**src/shared/hlot_pkg.sv**
```systemverilog
// package of constants and types for the hardware-limit one-shot timer
package hlot_pkg;
   // ==========================================================
   // register byte addresses
   localparam logic [7:0] ADDR_PERIOD = 8'h00;
   localparam logic [7:0] ADDR_COUNT = 8'h04;
   localparam logic [7:0] ADDR_CONTROL = 8'h08;
   localparam logic [7:0] ADDR_CLKSEL = 8'h0c;
   localparam logic [7:0] ADDR_RSTSEL = 8'h10;
   localparam logic [7:0] ADDR_LIMIT = 8'h14;
   localparam logic [7:0] ADDR_PULSE = 8'h18;
   localparam logic [7:0] ADDR_IRQ_STAT = 8'h1c;
   localparam logic [7:0] ADDR_IRQ_MASK = 8'h20;
   // ==========================================================
   // field positions
   localparam int CTRL_RUN = 7;
   localparam int CTRL_PRE_LSB = 4;
   localparam int CTRL_POST_LSB = 0;
   localparam int LIM_PRESCALER_SYNC = 7;
   localparam int LIM_MODE_LSB = 0;
   localparam int IRQ_MATCH = 0;
   localparam int IRQ_POST = 1;
   localparam int IRQ_EXTRST = 2;
   // ==========================================================
   // reset values
   localparam logic [7:0] PERIOD_RST = 8'hff;
   localparam logic [7:0] ZERO8 = 8'h00;
   localparam logic [1:0] RESP_OKAY = 2'h0;
   localparam logic [1:0] RESP_SLVERR = 2'h2;
   // ==========================================================
   // timing: restart delay after a hardware-limit reset edge, in timer clocks
   localparam logic [1:0] RESTART_CLKS = 2'h2;
   // ==========================================================
   // mode codes
   localparam logic [4:0] MODE_FREE = 5'h00;
   localparam logic [4:0] MODE_OS_RISE = 5'h09;
   localparam logic [4:0] MODE_OS_FALL = 5'h0a;
   localparam logic [4:0] MODE_OS_ANY = 5'h0b;
   localparam logic [4:0] MODE_HLE_RISE = 5'h0c;
   localparam logic [4:0] MODE_HLE_FALL = 5'h0d;
   localparam logic [4:0] MODE_HLL_HIGH = 5'h0e;
   localparam logic [4:0] MODE_HLL_LOW = 5'h0f;

   typedef enum logic [2:0] {
      HLOT_IDLE = 3'b001,
      HLOT_WAIT = 3'b010,
      HLOT_CNT = 3'b100
   } hlot_phase_t;

   typedef struct packed {
      logic [7:0] period;
      logic [7:0] count;
      logic [7:0] control;
      logic [7:0] clkSel;
      logic [7:0] rstSel;
      logic [7:0] limit;
      logic [7:0] pulse;
      logic [2:0] irqStat;
      logic [2:0] irqMask;
      hlot_phase_t phase;
      logic [1:0] restartCnt;
      logic [6:0] preCnt;
      logic [3:0] postCnt;
      logic extPrev;
      logic runPrev;
      logic pwmDrive;
      logic matchOut;
      logic postPulse;
      logic irq;
      logic awDone;
      logic wDone;
      logic [7:0] awAddr;
      logic [31:0] wData;
      logic [3:0] wStrb;
      logic bValid;
      logic [1:0] bResp;
      logic rValid;
      logic [31:0] rData;
      logic [1:0] rResp;
   } hlot_state_t;
endpackage

```
**src/hdl/hlot_timer.sv**
```systemverilog
// hardware-limit one-shot 8-bit timer with AXI4-Lite register access
//
// Decided for this implementation: the address map and the AXI4-Lite slave port.
`timescale 1ns/1ps
`default_nettype none

// ==========================================================
// Overview of operation
// - Edge one-shot modes wait, with run set, for the chosen rising, falling or either edge.
// - If software stops an edge one-shot, a fresh edge after run is set again resumes it.
// - In edge one-shot, the start edge raises the PWM drive, the width match drops it.
// - In edge limit one-shot, the first edge starts counting and later edges reset the count.
// - After each later reset edge the counter restarts by itself two timer clocks on.
// - In edge limit one-shot, a period match resets the count and clears run; edges then wait.
// - In edge limit one-shot, start and reset edges raise the drive; width match drops it.
// - Level limit one-shot holds the count at zero at the reset level and counts once released.
// - Level one-shot clears run on period match and needs a new edge after rearming.
// - In level one-shot the drive rises on the starting edge, falls at width match, not at wrap.
// - With the sync bit set the timer freezes in sleep and keeps count and period.
// - With the sync bit clear the timer keeps counting in sleep.
// - In free-running mode the count wraps to zero on the clock after it equals the period.
// - The postscaled pulse lasts one system clock when the postscaler reaches its setting.
// - A five-bit mode field picks the mode; a separate register picks the reset source.
module hlot_timer #(
   parameter int SRC_COUNT = 16
) (
   input wire logic sysClk, // system clock
   input wire logic rstN, // synchronous reset, active low
   input wire logic [SRC_COUNT-1:0] extResetSources, // candidate external reset signals
   input wire logic sleepActive, // processor is in sleep
   input wire logic [7:0] awaddr, // axi write address
   input wire logic awvalid, // axi write address valid
   output logic awready, // axi write address ready
   input wire logic [31:0] wdata, // axi write data
   input wire logic [3:0] wstrb, // axi write strobes
   input wire logic wvalid, // axi write data valid
   output logic wready, // axi write data ready
   output logic [1:0] bresp, // axi write response
   output logic bvalid, // axi write response valid
   input wire logic bready, // axi write response ready
   input wire logic [7:0] araddr, // axi read address
   input wire logic arvalid, // axi read address valid
   output logic arready, // axi read address ready
   output logic [31:0] rdata, // axi read data
   output logic [1:0] rresp, // axi read response
   output logic rvalid, // axi read valid
   input wire logic rready, // axi read ready
   output logic [7:0] countValue, // count to the pwm comparator
   output logic periodMatchOut, // count equals period
   output logic postscaledPulse, // one-clock postscaled pulse
   output logic pwmDrive, // pwm drive level
   output logic irq // interrupt, high while unmasked status set
);
   // the source select field is four bits wide, so more than 16 lines cannot be reached
   if (SRC_COUNT < 1 || SRC_COUNT > 16) begin : g_bad_src_count
      $error("SRC_COUNT must be 1..16");
   end

   hlot_pkg::hlot_state_t s_reg;
   hlot_pkg::hlot_state_t s_next;

   // ==========================================================
   // derived combinational terms
   logic [4:0] mode;
   logic extSig;
   logic rise;
   logic fall;
   logic edgeSel;
   logic levelReset;
   logic tick;
   logic match;
   logic oneShot;
   logic edgeOs;
   logic edgeHl;
   logic levelHl;
   logic [6:0] preLimit;
   logic run;
   logic armedNew;
   logic wrFire;
   logic rdFire;
   logic [7:0] wByte;
   logic [7:0] rByte;
   logic rdOk;
   logic wrOk;

   always_comb begin
      mode = s_reg.limit[hlot_pkg::LIM_MODE_LSB +: 5];
      // five-bit compare: a 4-bit cast of 16 would wrap to zero and mute every source
      extSig = ({1'b0, s_reg.rstSel[3:0]} < 5'(SRC_COUNT))
         ? extResetSources[s_reg.rstSel[3:0]] : 1'b0;
      rise = extSig & ~s_reg.extPrev;
      fall = ~extSig & s_reg.extPrev;
      edgeOs = (mode == hlot_pkg::MODE_OS_RISE) || (mode == hlot_pkg::MODE_OS_FALL)
         || (mode == hlot_pkg::MODE_OS_ANY);
      edgeHl = (mode == hlot_pkg::MODE_HLE_RISE) || (mode == hlot_pkg::MODE_HLE_FALL);
      levelHl = (mode == hlot_pkg::MODE_HLL_HIGH) || (mode == hlot_pkg::MODE_HLL_LOW);
      oneShot = edgeOs || edgeHl || levelHl;
      unique case (mode)
         hlot_pkg::MODE_OS_RISE, hlot_pkg::MODE_HLE_RISE: edgeSel = rise;
         hlot_pkg::MODE_OS_FALL, hlot_pkg::MODE_HLE_FALL: edgeSel = fall;
         hlot_pkg::MODE_OS_ANY: edgeSel = rise | fall;
         hlot_pkg::MODE_HLL_HIGH: edgeSel = fall; // level released
         hlot_pkg::MODE_HLL_LOW: edgeSel = rise;
         default: edgeSel = 1'b0;
      endcase
      levelReset = (mode == hlot_pkg::MODE_HLL_HIGH) ? extSig : ~extSig;
      // prescale 1:2^n; sleep with sync set freezes the prescaler and stops every tick
      preLimit = 7'((8'h01 << s_reg.control[hlot_pkg::CTRL_PRE_LSB +: 3]) - 8'h01);
      tick = (s_reg.preCnt >= preLimit)
         && !(sleepActive && s_reg.limit[hlot_pkg::LIM_PRESCALER_SYNC]);
      run = s_reg.control[hlot_pkg::CTRL_RUN];
      armedNew = run && !s_reg.runPrev;
      match = (s_reg.count == s_reg.period);
      wrFire = s_reg.awDone && s_reg.wDone && !s_reg.bValid;
      rdFire = arvalid && !s_reg.rValid;
   end

   // ==========================================================
   // register read mux
   always_comb begin
      rdOk = 1'b1;
      unique case (araddr)
         hlot_pkg::ADDR_PERIOD: rByte = s_reg.period;
         hlot_pkg::ADDR_COUNT: rByte = s_reg.count;
         hlot_pkg::ADDR_CONTROL: rByte = s_reg.control;
         hlot_pkg::ADDR_CLKSEL: rByte = s_reg.clkSel;
         hlot_pkg::ADDR_RSTSEL: rByte = s_reg.rstSel;
         hlot_pkg::ADDR_LIMIT: rByte = s_reg.limit;
         hlot_pkg::ADDR_PULSE: rByte = s_reg.pulse;
         hlot_pkg::ADDR_IRQ_STAT: rByte = {5'h00, s_reg.irqStat};
         hlot_pkg::ADDR_IRQ_MASK: rByte = {5'h00, s_reg.irqMask};
         default: begin
            rByte = hlot_pkg::ZERO8;
            rdOk = 1'b0;
         end
      endcase
      wByte = s_reg.wStrb[0] ? s_reg.wData[7:0] : hlot_pkg::ZERO8;
      wrOk = (s_reg.awAddr <= hlot_pkg::ADDR_IRQ_MASK) && (s_reg.awAddr[1:0] == 2'h0);
   end

   // ==========================================================
   // next-state logic
   always_comb begin
      logic [2:0] events;
      logic restartDue;
      events = 3'h0;
      restartDue = 1'b0;
      s_next = s_reg;
      s_next.extPrev = extSig;
      s_next.runPrev = run;
      s_next.postPulse = 1'b0;
      s_next.preCnt = tick ? 7'h00 : 7'(s_reg.preCnt + 7'h01);
      if (sleepActive && s_reg.limit[hlot_pkg::LIM_PRESCALER_SYNC]) begin
         s_next.preCnt = s_reg.preCnt;
      end

      // timer engine
      if (!run) begin
         s_next.phase = hlot_pkg::HLOT_IDLE;
         s_next.restartCnt = 2'h0;
      end else if (!oneShot) begin
         s_next.phase = hlot_pkg::HLOT_CNT;
      end else if (armedNew || s_reg.phase == hlot_pkg::HLOT_IDLE) begin
         s_next.phase = hlot_pkg::HLOT_WAIT; // fresh edge needed after arming
      end
      if (run && oneShot && s_reg.phase == hlot_pkg::HLOT_WAIT && edgeSel) begin
         s_next.phase = hlot_pkg::HLOT_CNT;
         s_next.pwmDrive = 1'b1;
      end else if (run && edgeHl && s_reg.phase == hlot_pkg::HLOT_CNT && edgeSel) begin
         s_next.count = hlot_pkg::ZERO8;
         s_next.restartCnt = hlot_pkg::RESTART_CLKS;
         s_next.pwmDrive = 1'b1;
         events[hlot_pkg::IRQ_EXTRST] = 1'b1;
      end else if (run && levelHl && s_reg.phase == hlot_pkg::HLOT_CNT && levelReset) begin
         s_next.count = hlot_pkg::ZERO8;
      end else if (run && s_reg.phase == hlot_pkg::HLOT_CNT && tick) begin
         if (s_reg.restartCnt != 2'h0) begin
            s_next.restartCnt = 2'(s_reg.restartCnt - 2'h1);
            restartDue = 1'b1;
         end else if (match) begin
            s_next.count = hlot_pkg::ZERO8;
            events[hlot_pkg::IRQ_MATCH] = 1'b1;
            if (s_reg.postCnt == s_reg.control[hlot_pkg::CTRL_POST_LSB +: 4]) begin
               s_next.postCnt = 4'h0;
               s_next.postPulse = 1'b1;
               events[hlot_pkg::IRQ_POST] = 1'b1;
            end else begin
               s_next.postCnt = 4'(s_reg.postCnt + 4'h1);
            end
            if (oneShot) begin
               s_next.control[hlot_pkg::CTRL_RUN] = 1'b0;
               s_next.phase = hlot_pkg::HLOT_IDLE;
            end
         end else begin
            s_next.count = 8'(s_reg.count + 8'h01);
         end
         if (!restartDue && s_reg.count == s_reg.pulse && oneShot) begin
            s_next.pwmDrive = 1'b0;
         end
      end
      s_next.matchOut = match && s_reg.phase == hlot_pkg::HLOT_CNT;

      // axi write channels
      if (awvalid && !s_reg.awDone) begin
         s_next.awDone = 1'b1;
         s_next.awAddr = awaddr;
      end
      if (wvalid && !s_reg.wDone) begin
         s_next.wDone = 1'b1;
         s_next.wData = wdata;
         s_next.wStrb = wstrb;
      end
      if (wrFire) begin
         s_next.awDone = 1'b0;
         s_next.wDone = 1'b0;
         s_next.bValid = 1'b1;
         s_next.bResp = wrOk ? hlot_pkg::RESP_OKAY : hlot_pkg::RESP_SLVERR;
         if (s_reg.wStrb[0]) begin
            unique case (s_reg.awAddr)
               hlot_pkg::ADDR_PERIOD: s_next.period = wByte;
               hlot_pkg::ADDR_COUNT: s_next.count = wByte;
               hlot_pkg::ADDR_CONTROL: s_next.control = wByte;
               hlot_pkg::ADDR_CLKSEL: s_next.clkSel = {5'h00, wByte[2:0]};
               hlot_pkg::ADDR_RSTSEL: s_next.rstSel = {4'h0, wByte[3:0]};
               hlot_pkg::ADDR_LIMIT: s_next.limit = wByte;
               hlot_pkg::ADDR_PULSE: s_next.pulse = wByte;
               hlot_pkg::ADDR_IRQ_MASK: s_next.irqMask = wByte[2:0];
               default: s_next.period = s_reg.period;
            endcase
         end
      end
      if (s_reg.bValid && bready) begin
         s_next.bValid = 1'b0;
      end

      // axi read; a status read clears, but fresh events win
      if (rdFire) begin
         s_next.rValid = 1'b1;
         s_next.rData = {24'h000000, rByte};
         s_next.rResp = rdOk ? hlot_pkg::RESP_OKAY : hlot_pkg::RESP_SLVERR;
         if (araddr == hlot_pkg::ADDR_IRQ_STAT) begin
            s_next.irqStat = 3'h0;
         end
      end
      if (s_reg.rValid && rready) begin
         s_next.rValid = 1'b0;
      end
      s_next.irqStat = s_next.irqStat | events;
      s_next.irq = |(s_next.irqStat & s_reg.irqMask);
   end

   // ==========================================================
   // state register
   always_ff @(posedge sysClk) begin
      if (!rstN) begin
         s_reg <= '0;
         s_reg.period <= hlot_pkg::PERIOD_RST;
         s_reg.phase <= hlot_pkg::HLOT_IDLE;
      end else begin
         s_reg <= s_next;
      end
   end

   assign awready = !s_reg.awDone;
   assign wready = !s_reg.wDone;
   assign bvalid = s_reg.bValid;
   assign bresp = s_reg.bResp;
   assign arready = !s_reg.rValid;
   assign rvalid = s_reg.rValid;
   assign rdata = s_reg.rData;
   assign rresp = s_reg.rResp;
   assign countValue = s_reg.count;
   assign periodMatchOut = s_reg.matchOut;
   assign postscaledPulse = s_reg.postPulse;
   assign pwmDrive = s_reg.pwmDrive;
   assign irq = s_reg.irq;
endmodule

`default_nettype wire

```
**config.mk**
```make
export PLATFORM = sky130hd
export DESIGN_NAME = hlot_timer
export DESIGN_NICKNAME = d
export VERILOG_FILES = /design/src/shared/hlot_pkg.sv /design/src/hdl/hlot_timer.sv
export SDC_FILE = /design/constraint.sdc
export NUM_CORES = 1
export LEC_CHECK = 0
export ABC_AREA = 1
export BUFFER_PORTS_ARGS = -buffer_cell sky130_fd_sc_hd__buf_4
export CAP_MARGIN = 20
export CORE_UTILIZATION = 37
export DETAILED_ROUTE_END_ITERATION = 10
export PLACE_DENSITY = 0.61
export SETUP_SLACK_MARGIN = 0.05
export SLEW_MARGIN = 25
export SYNTH_ARGS = -nofsm -noshare
export SYNTH_HDL_FRONTEND = slang
export SYNTH_SLANG_ARGS = --single-unit
export TNS_END_PERCENT = 1
```
**constraint.sdc**
```tcl
create_clock -name sysClk -period 4.1 [get_ports sysClk]
set_input_delay 0.82 -clock sysClk [delete_from_list [all_inputs] [get_ports sysClk]]
set_output_delay 0.82 -clock sysClk [all_outputs]
set_load 0.01 [all_outputs]
```
==> results.cfg, run 1 <==
[synthesis]
synth_mux_area_share_pct = 0
yosys.area_share.adder_pct = 2.640
synth_compound_area_share_pct = 18.56
synth_area_leaders = dfxtp_1 34%, nand2_1 9.2%, inv_1 6.0%, a21oi_1 5.6%, o21ai_0 5.5%
netlist_instances = 869
yosysMostFrequentCell = nand2_1
synth_edf_count = 0
synth-main-ff-cell = dfxtp_1
yosys.area_share.xor_xnor_pct = 3.554
syn-cell-area_um2 = 6161
yosysTopAreaCellShare_pct = 34.44
syn_avg_cell_area_um2 = 7.090
ys_top_cells_by_count = 151 x nand2_1, 106 x dfxtp_1, 98 x inv_1
ys_types = 52
async_flop_share_pct = 0
ys_ff_latch = 106
yosys.area_share.simple_pct = 26.56
synth_top_family_by_area = simple AND/OR/NAND/NOR gates
synth_area_leader_cell = dfxtp_1
ys_seq_area_share_pct = 34.44
ys_warn_count = 0

[place]
dp_hpwl_um = 12610
place_congestion = 0.8983
dp.cells = 1122
io_buffers = 75

[die]
core_area_um2 = 16060
dieArea_um2 = 17170
num_io_pins = 129
start_util_pct = 38.37
die_width_um = 131.0
die_h_um = 131.0
row_count = 46

[critical_path]
crit_cells = 16
rr_worst_depth = 16
required_ns = 4.35
crit_end = countValue[3]$_SDFF_PN0_
critPathBufInv = 2
crit_path_cell_trace = inv_1 -> nand3_1 -> ha_1 -> o21ai_0 -> a21oi_1 -> xor2_1 -> ha_1 -> nand2_1 -> o21a_1 -> nand3_1 -> nand3_1 -> inv_1 -> nand2_1 -> xor2_1 -> a21oi_1 -> nor2_1
rr_startpoint = s_reg[149]$_SDFFE_PN0P_
crit_family = simple AND/OR/NAND/NOR gates
crit_top_cell = nand3_1
cp_max_fo = 11
arrival_ns = 3.49
end_kind = flip-flop
worstSetupStartpointType = flip-flop
startpoint = s_reg[149]$_SDFFE_PN0P_
reg2reg_to = countValue[3]$_SDFF_PN0_
slowest_delay_ns = 0.44
worstSetupPathType = flip-flop to flip-flop
slowest_stage = dfxtp_1
r2r_setup_slack_ns = 0.86

[sta]
tns_ns = 0
fmax_mhz = 308.7
slew_headroom_pct = 44.48
finalMaxSlewViolations = 0
period_minus_slack_ns = 3.239
hold_viol = 0
setup_viol = 0
rsz0062_at_grt = no
finalCritPeriodShare_pct = 79.01
fin_worst_skew_ns = 0.008982
tightest_slew_ns = 0.8266

[clock_network]
ctsResizeCount = 0
path_clk_slew_ns = 0.07
cts_hold_buf = 0
cts_setup_buffers = 0
cts_made_buffers = 9
tritoncts = done
insertion_delay_ns = 0.36
cts.path.max_buffers = 2
clock_sinks = 106
root_buffer = clkbuf_16
htreeDepth = 3

[global_routing]
grt_first_pass_wirelength_um = 26370
grt-ovfl-total = 0
grt_util_all_layers_pct = 20.26
grt_max_degree = 67
antenna_found_initial = 0
grt_pass1_vias = 5196

[final_layout]
stdcell_count = 1138
num_antenna_cells = 0
fin_nets = 1006
syn_to_final_growth_pct = 12.98
drive_gt1_share_pct = 16.05
largest_reg_flops = 76

[route]
drcViolationCount = 0
viasPerCell = 4.910
wl_um = 16440
wl_per_cell_um = 14.44
num_vias = 5588
drt_iter0_drc = 337
ant_nets = 0
firstDrtPassIters = 5

[pwr]
power.leakage_nw = 3.048
internal_power_mw = 1.613
ir_drop_v = 0.0002117
p_seq_share_pct = 49.5
net-switching-power_uw = 547.0
p_total_mw = 2.160
p_clk_share_pct = 42.2
switching_share_pct = 25.32
p_per_area_nw_per_um2 = 310.3
comb_power_share_pct = 8.3

[run]
cap_violations = 0

[outcome]
status = completed

[hold_path]
hp-class = flip-flop to flip-flop
==> worst min-delay path: cells and delay by family, from the launching register on <==
kind	cells	cell delay, ns
compound gates	1	0.05
flops	1	0.31
simple gates	1	0.06
==> placed cells by master (no fill, tap or decap), types with 7 or more instances in the layout <==
cell type  count
o21ai_0       68
inv_2          9
buf_4         77
nand3_1       49
nand2_2        7
nor2_1        89
o211ai_1      14
nand4_1        9
ha_1          13
a211oi_1      13
nand2_1      151
nor2_2        11
dfxtp_1      106
inv_1         98
xor2_1        21
nor3_1        12
conb_1        26
a21oi_1       69
clkbuf_16      9
o21ai_1        7
==> per-layer routing <==
layer	share of wire [%]	GRT usage, %
met5	0	0
met4	1.5	5.680
met3	5.6	4.560
met2	46	32.80
met1	47	26.92
==> cell families after synthesis <==
kind of cell	Yosys count
AO/OA/AOI/OAI	196
adder cells (fa/ha/maj)	13
AND/OR/NAND/NOR	352
XOR/XNOR	25
other	1
flip-flops	106
buffers and inverters	176
==> power groups by stage <==
stage	Combinational, mW	Sequential (mW)	Clock [mW]
final	0.179	1.07	0.913
after global routing	0.202	1.07	0.970
after CTS	0.180	1.07	0.933
after detailed placement	0.180	1.09	0
after global placement	0.178	1.09	0
after floorplan	0.128	1.09	0
==> through the flow <==
step                area (um2)  setup WS [ns]  hold WS [ns]  util (%)
floorplan                 6255          1.572        0.4420         -
detailed placement        6649         0.8937        0.4576     41.41
global route              6960         0.5615        0.4966     43.35
finish                    6960         0.8606        0.4658     43.35
global placement          6649         0.9069        0.4556     41.41
CTS                       6960         0.8796        0.4687     43.35
==> final cells by class <==
cell class                 count  area [um2]
timing repair buffer          77       578.1
clock buffer                  10       239.0
multi-input combinational    612        3259
tap                          216       270.3
sequential                   106        2122
clock inverter                 6       72.57
inverter                     111       419.2
fill                        1682        9097
==> worst min path at each step <==
stage,start,end,slack [ns],cells after the start
6_report,pwmDrive$_SDFFE_PN0P_,pwmDrive$_SDFFE_PN0P_,0.47,2
3_5_place_dp,rdata[6]$_SDFFE_PN0P_,rdata[6]$_SDFFE_PN0P_,0.46,2
3_3_place_gp,rdata[5]$_SDFFE_PN0P_,rdata[5]$_SDFFE_PN0P_,0.46,2
4_1_cts,rdata[6]$_SDFFE_PN0P_,rdata[6]$_SDFFE_PN0P_,0.47,2
2_1_floorplan,s_reg[108]$_SDFFE_PN0P_,irq$_SDFF_PN0_,0.44,2
5_1_grt,rdata[5]$_SDFFE_PN0P_,rdata[5]$_SDFFE_PN0P_,0.50,2
(Power assumes the default switching activity.)
==> inputs of run 2 (changes only) <==
--- a/config.mk
+++ b/config.mk
@@ -5,7 +5,7 @@
 export SDC_FILE = /design/constraint.sdc
 export NUM_CORES = 1
 export LEC_CHECK = 0
-export ABC_AREA = 1
+export ABC_AREA = 0
 export BUFFER_PORTS_ARGS = -buffer_cell sky130_fd_sc_hd__buf_4
 export CAP_MARGIN = 20
 export CORE_UTILIZATION = 37
==> constraint.sdc (replaced) <==
create_clock -name sysClk -period 3.1 [get_ports sysClk]
set_input_delay 0.62 -clock sysClk [delete_from_list [all_inputs] [get_ports sysClk]]
set_output_delay 0.62 -clock sysClk [all_outputs]
set_load 0.01 [all_outputs]
==> run 2 against run 1 <==
  * The flow now finishes with violations (negative setup slack)
  * First-iteration DRC count up 58%
  * Critical path depth is 6 lower
  * Clock skew fell by 0.0045 ns
  * Clock power up 33%
  * Sequential cell count unchanged
  * Worst setup slack got worse by 1.2 ns
  * Design area is 1.7% lower
  * Highest routed layer unchanged
  * Critical endpoint is now s_reg[92]$_SDFFE_PN0P_
  * Final cell count shrank 15%
  * Largest cell class unchanged
  * Via count decreased by 6.9%
  * Non-clock buffer count is 42 higher
  * Routed wire length shrank 4.8%
==> results.cfg, run 2 <==
[outcome]
status = complete, but fails checks
violations = negative setup slack

[global_routing]
grt_first_pass_wirelength_um = 25280
grt_pass1_vias = 4904
grt_util_all_layers_pct = 20.11
grt_max_degree = 57
grt-ovfl-total = 0
antenna_found_initial = 0

[clock_network]
insertion_delay_ns = 0.36
clock_sinks = 106
tritoncts = done
cts_hold_buf = 0
cts.path.max_buffers = 2
path_clk_slew_ns = 0.07
root_buffer = clkbuf_16
htreeDepth = 3
cts_made_buffers = 9

[critical_path]
arrival_ns = 3.72
end_kind = flip-flop
cp_max_fo = 7
rr_startpoint = s_reg[129]$_SDFFE_PN0P_
slowest_delay_ns = 0.55
crit_top_cell = mux4_2
slowest_stage = mux4_2
required_ns = 3.39
reg2reg_to = s_reg[92]$_SDFFE_PN0P_
r2r_setup_slack_ns = -0.32
startpoint = s_reg[129]$_SDFFE_PN0P_
worstSetupPathType = flip-flop to flip-flop
crit_path_cell_trace = mux4_2 -> mux4_2 -> ha_4 -> nor2_2 -> o32a_1 -> o211ai_1 -> o21ai_4 -> or2_4 -> or4b_1 -> a21oi_1
worstSetupStartpointType = flip-flop
rr_worst_depth = 10
crit_end = s_reg[92]$_SDFFE_PN0P_

[sta]
tightest_slew_ns = 0.9056
setup_viol = 17
fin_hold_ws_ns = 0.4490
period_minus_slack_ns = 3.425
setup_slack_ns = -0.3245
slew_headroom_pct = 39.51
tns_ns = -2.638
finalMaxSlewViolations = 0
finalCritPeriodShare_pct = 110.5
fmax_mhz = 292.0
fin_worst_skew_ns = 0.004519
rsz0062_at_grt = yes
hold_viol = 0

[route]
wl_um = 15650
drcViolationCount = 0
firstDrtPassIters = 6
ant_nets = 0
wl_per_cell_um = 16.25
drt_iter0_drc = 532
num_vias = 5202
viasPerCell = 5.402

[place]
place_congestion = 0.9099
dp_hpwl_um = 11830
placed_cell_area_um2 = 6457
io_buffers = 75

[final_layout]
multi_input_area_um2 = 3197
largest_reg_flops = 76
fin_area_um2 = 6840
num_antenna_cells = 0
fin_nets = 859
syn_to_final_growth_pct = 19.89
regArea_um2 = 2126
mostFrequentLayoutCells = 116 x buf_4, 105 x dfxtp_1, 84 x nand2_1
nFillCells = 1454
final_common_cell = buf_4
drive_gt1_share_pct = 20.65

[synthesis]
ys_types = 54
yosysMostFrequentCell = dfxtp_1
ys_top_cells_by_count = 106 x dfxtp_1, 85 x nand2_1, 80 x nor2_1
synth_edf_count = 0
netlist_instances = 694
synth-main-ff-cell = dfxtp_1
synth_area_leaders = dfxtp_1 37%, mux2i_1 6.0%, buf_4 5.8%, nand2_1 5.6%, nor2_1 5.3%
ys_seq_area_share_pct = 37.19
yosysTopAreaCellShare_pct = 37.19
synth_area_leader_cell = dfxtp_1
syn_avg_cell_area_um2 = 8.221
async_flop_share_pct = 0
ys_ff_latch = 106
syn-cell-area_um2 = 5705
ys_warn_count = 0

[die]
start_util_pct = 37.67
num_io_pins = 129
row_count = 45
die_width_um = 126.2
die_h_um = 126.2
dieArea_um2 = 15920
core_area_um2 = 15150

[run]
cap_violations = 0

[pwr]
ir_drop_v = 0.0002988
power.leakage_nw = 2.837
p_total_mw = 2.814
p_per_area_nw_per_um2 = 411.4

[hold_path]
hp-class = input port to flip-flop
run 2: area by class of cell:
cell class | instances | area share (%)
multi-input cells | 519 | 46.74
flip-flops and latches | 106 | 31.08
repair buffers | 119 | 13.35
clock buffers | 10 | 3.494
well taps | 188 | 3.439
clock inverters | 6 | 1.079
inverters | 15 | 0.8231
run 2: timing repair:
item,4_1_cts,5_1_grt
gates resized for setup,8,9
buffers inserted,1,2
pin swaps,4,4
endpoints found under the setup margin,23,24
run 2: report_power, final:
part | internal (mW) | switching [mW] | leakage (nW) | total, mW
clock | 0.660 | 0.545 | 0.153 | 1.21
sequential | 1.38 | 0.0315 | 0.859 | 1.41
combinational | 0.0907 | 0.106 | 1.83 | 0.197
run 2: cell families after synthesis:
family	synth area share, %
other	0.06573
buffers and inverters	9.364
adders and majority gates	2.851
DFF	37.19
xor gates and xnor gates	4.583
muxes	8.136
and+or+nand+nor	24.15
AOI/OAI and AO/OA	13.66
run 2: how the worst min path moves through the flow:
| stage | startpoint | cells past startpoint | endpoint |
|---|---|---|---|
| final | rready | 2 | rvalid$_SDFFE_PP0P_ |
| after global routing | rready | 2 | rvalid$_SDFFE_PP0P_ |
| after CTS | rready | 2 | rvalid$_SDFFE_PP0P_ |
| after detailed placement | pwmDrive$_SDFFE_PN0P_ | 2 | pwmDrive$_SDFFE_PN0P_ |
| after global placement | rdata[0]$_SDFFE_PN0P_ | 2 | rdata[0]$_SDFFE_PN0P_ |
| after floorplan | rdata[0]$_SDFFE_PN0P_ | 2 | rdata[0]$_SDFFE_PN0P_ |
run 2: stage by stage:
stage,cells,utilization (%),setup WS [ns]
after floorplan,719,-,-0.4684
after global placement,944,42.64,-0.6204
after detailed placement,944,42.64,-0.6693
after CTS,961,44.92,-0.3011
after global routing,963,45.16,-0.4361
final,963,45.16,-0.3245
run 2: metal layers:
layer | wire (um) | up-vias | global-route usage, %
li1 | - | 2515 | -
met1 | 6991 | 2432 | 26.19
met2 | 7035 | 221 | 30.84
met3 | 1237 | 34 | 6.330
met4 | 388 | 0 | 7.938
met5 | 0 | - | 0
run 2: worst max-delay path, delay by kind of cell (launching register included):
family,cells,cell delay (ns)
flip-flops,1,0.40
AND/OR/NAND/NOR,3,0.79
multiplexers,2,1.04
AO/OA/AOI/OAI,4,0.84
adder cells (fa/ha/maj),1,0.29
==> inputs of run 3 (changes only) <==
--- a/config.mk
+++ b/config.mk
@@ -12,6 +12,7 @@
 export DETAILED_ROUTE_END_ITERATION = 10
 export PLACE_DENSITY = 0.61
 export SETUP_SLACK_MARGIN = 0.05
+export SKIP_LAST_GASP = 1
 export SLEW_MARGIN = 25
 export SYNTH_ARGS = -nofsm -noshare
 export SYNTH_HDL_FRONTEND = slang
==> run 3 against run 2 <==
  * Register-to-register slack hardly changed
  * Combinational power hardly changed
  * Fmax up 0.23%
  * Design area down 0.40%
  * Critical path type unchanged
  * The run still ends with negative setup slack left
  * Clock skew up 0.00071 ns
  * Final cell count fell by 0.21%
  * Clock power barely moved
  * Core utilization shrank 0.18 points
  * Via count shrank 1.2%
  * Global-route usage barely moved
  * Die area stayed put
  * Largest cell class unchanged
==> results.cfg, run 3 (synthesis gave the netlist of run 2 again) <==
[critical_path]
crit_path_cell_trace = mux4_2 -> mux4_2 -> ha_4 -> nor2_1 -> o32a_1 -> o211ai_1 -> o21ai_4 -> or2_4 -> or4b_1 -> a21oi_1
slowest_delay_ns = 0.55
end_kind = flip-flop
arrival_ns = 3.71
required_ns = 3.39
cp_max_fo = 7
slowest_stage = mux4_2
critPathBufInv = 0
worstSetupPathType = flip-flop to flip-flop
worstSetupStartpointType = flip-flop
crit_family = multiplexers
crit_top_cell = mux4_2

[final_layout]
final_common_cell = buf_4
fin_util_pct = 44.98
num_antenna_cells = 0
drive_gt1_share_pct = 19.79
largest_reg_flops = 76
syn_to_final_growth_pct = 19.41
fin_nets = 857
mostFrequentLayoutCells = 115 x buf_4, 105 x dfxtp_1, 85 x nand2_1

[pwr]
ir_drop_v = 0.0002989
comb_power_share_pct = 7.0
internal_power_mw = 2.131
p_clk_share_pct = 42.9
power.leakage_nw = 2.832
switching_share_pct = 24.25
net-switching-power_uw = 682.1
p_total_mw = 2.813
p_seq_share_pct = 50.2
p_per_area_nw_per_um2 = 412.9

[global_routing]
antenna_found_initial = 0
grt_first_pass_wirelength_um = 25260
grt-ovfl-total = 0
grt_pass1_vias = 4906
grt_util_all_layers_pct = 20.10
grt_max_degree = 57

[clock_network]
cts.path.max_buffers = 2
path_clk_slew_ns = 0.07
tritoncts = done
htreeDepth = 3
insertion_delay_ns = 0.36
root_buffer = clkbuf_16
cts_made_buffers = 9
clock_sinks = 106

[run]
cap_violations = 0

[sta]
setup_viol = 15
finalCritPeriodShare_pct = 110.2
fin_worst_skew_ns = 0.005233
rsz0062_at_grt = yes
setup_slack_ns = -0.3166
period_minus_slack_ns = 3.417
fin_hold_ws_ns = 0.4483
finalMaxSlewViolations = 0
tightest_slew_ns = 0.9077
fmax_mhz = 292.7
slew_headroom_pct = 39.37
hold_viol = 0

[die]
start_util_pct = 37.67
core_area_um2 = 15150
dieArea_um2 = 15920
num_io_pins = 129
row_count = 45
die_width_um = 126.2
die_h_um = 126.2

[route]
firstDrtPassIters = 6
drcViolationCount = 0
drt_iter0_drc = 520
ant_nets = 0
viasPerCell = 5.350
wl_um = 15560
num_vias = 5141
wl_per_cell_um = 16.19

[outcome]
status = complete, but fails checks
violations = negative setup slack

[place]
place_congestion = 0.9099
dp_hpwl_um = 11830
io_buffers = 75

[hold_path]
hp-class = input port to flip-flop
run 3: cell type report:
cell class                 instances  area, um2
clock inverter                     6      73.82
timing repair buffer             117      894.6
clock buffer                      10      239.0
tap                              188      235.2
fill                            1451       8333
inverter                          15      56.30
sequential                       106       2126
multi-input combinational        519       3188
run 3: final timing paths:
kind | startpoint | slack, ns | cells past startpoint | endpoint
min reg2reg | rdata[2]$_SDFFE_PN0P_ | 0.46 | 2 | rdata[2]$_SDFFE_PN0P_
max reg2reg | s_reg[129]$_SDFFE_PN0P_ | -0.32 | 10 | s_reg[92]$_SDFFE_PN0P_
max | s_reg[129]$_SDFFE_PN0P_ | -0.32 | 10 | s_reg[92]$_SDFFE_PN0P_
min | rready | 0.45 | 2 | rvalid$_SDFFE_PP0P_
run 3: timing repair:
action	in CTS	in global routing
buffers inserted	1	0
pin swaps	1	1
endpoints found under the setup margin	23	24
gates resized for setup	5	3
hold buffers	0	0
run 3: power by group through the flow:
stage | logic, mW | registers (mW) | clock network (mW)
after global placement | 0.190 | 1.44 | 0
after detailed placement | 0.196 | 1.44 | 0
after global routing | 0.218 | 1.41 | 1.29
after floorplan | 0.138 | 1.43 | 0
after CTS | 0.197 | 1.41 | 1.23
final | 0.196 | 1.41 | 1.21
run 3: worst reg2reg max path, cell delays in order (launching register included):
cell and delay [ns]:
dfxtp_4 0.40, mux4_2 0.49, mux4_2 0.55, ha_4 0.29
nor2_1 0.03, o32a_1 0.41, o211ai_1 0.20, o21ai_4 0.10
or2_4 0.28, or4b_1 0.48, a21oi_1 0.13
run 3: per-stage QoR:
stage | setup TNS (ns) | area, um2 | instances | setup slack, ns
2_1_floorplan | -2.134 | 5812 | 719 | -0.4684
3_3_place_gp | -8.569 | 6457 | 944 | -0.6204
3_5_place_dp | -9.861 | 6457 | 944 | -0.6693
4_1_cts | -2.472 | 6794 | 961 | -0.3011
5_1_grt | -5.387 | 6813 | 961 | -0.4393
6_report | -2.523 | 6813 | 961 | -0.3166
run 3: layer usage:
layer	GRT usage (%)	routed length [um]	vias to the layer above
met5	0	0	-
met4	7.938	373	0
met3	6.330	1215	29
met2	30.84	6980	205
met1	26.16	6993	2398
li1	-	-	2509
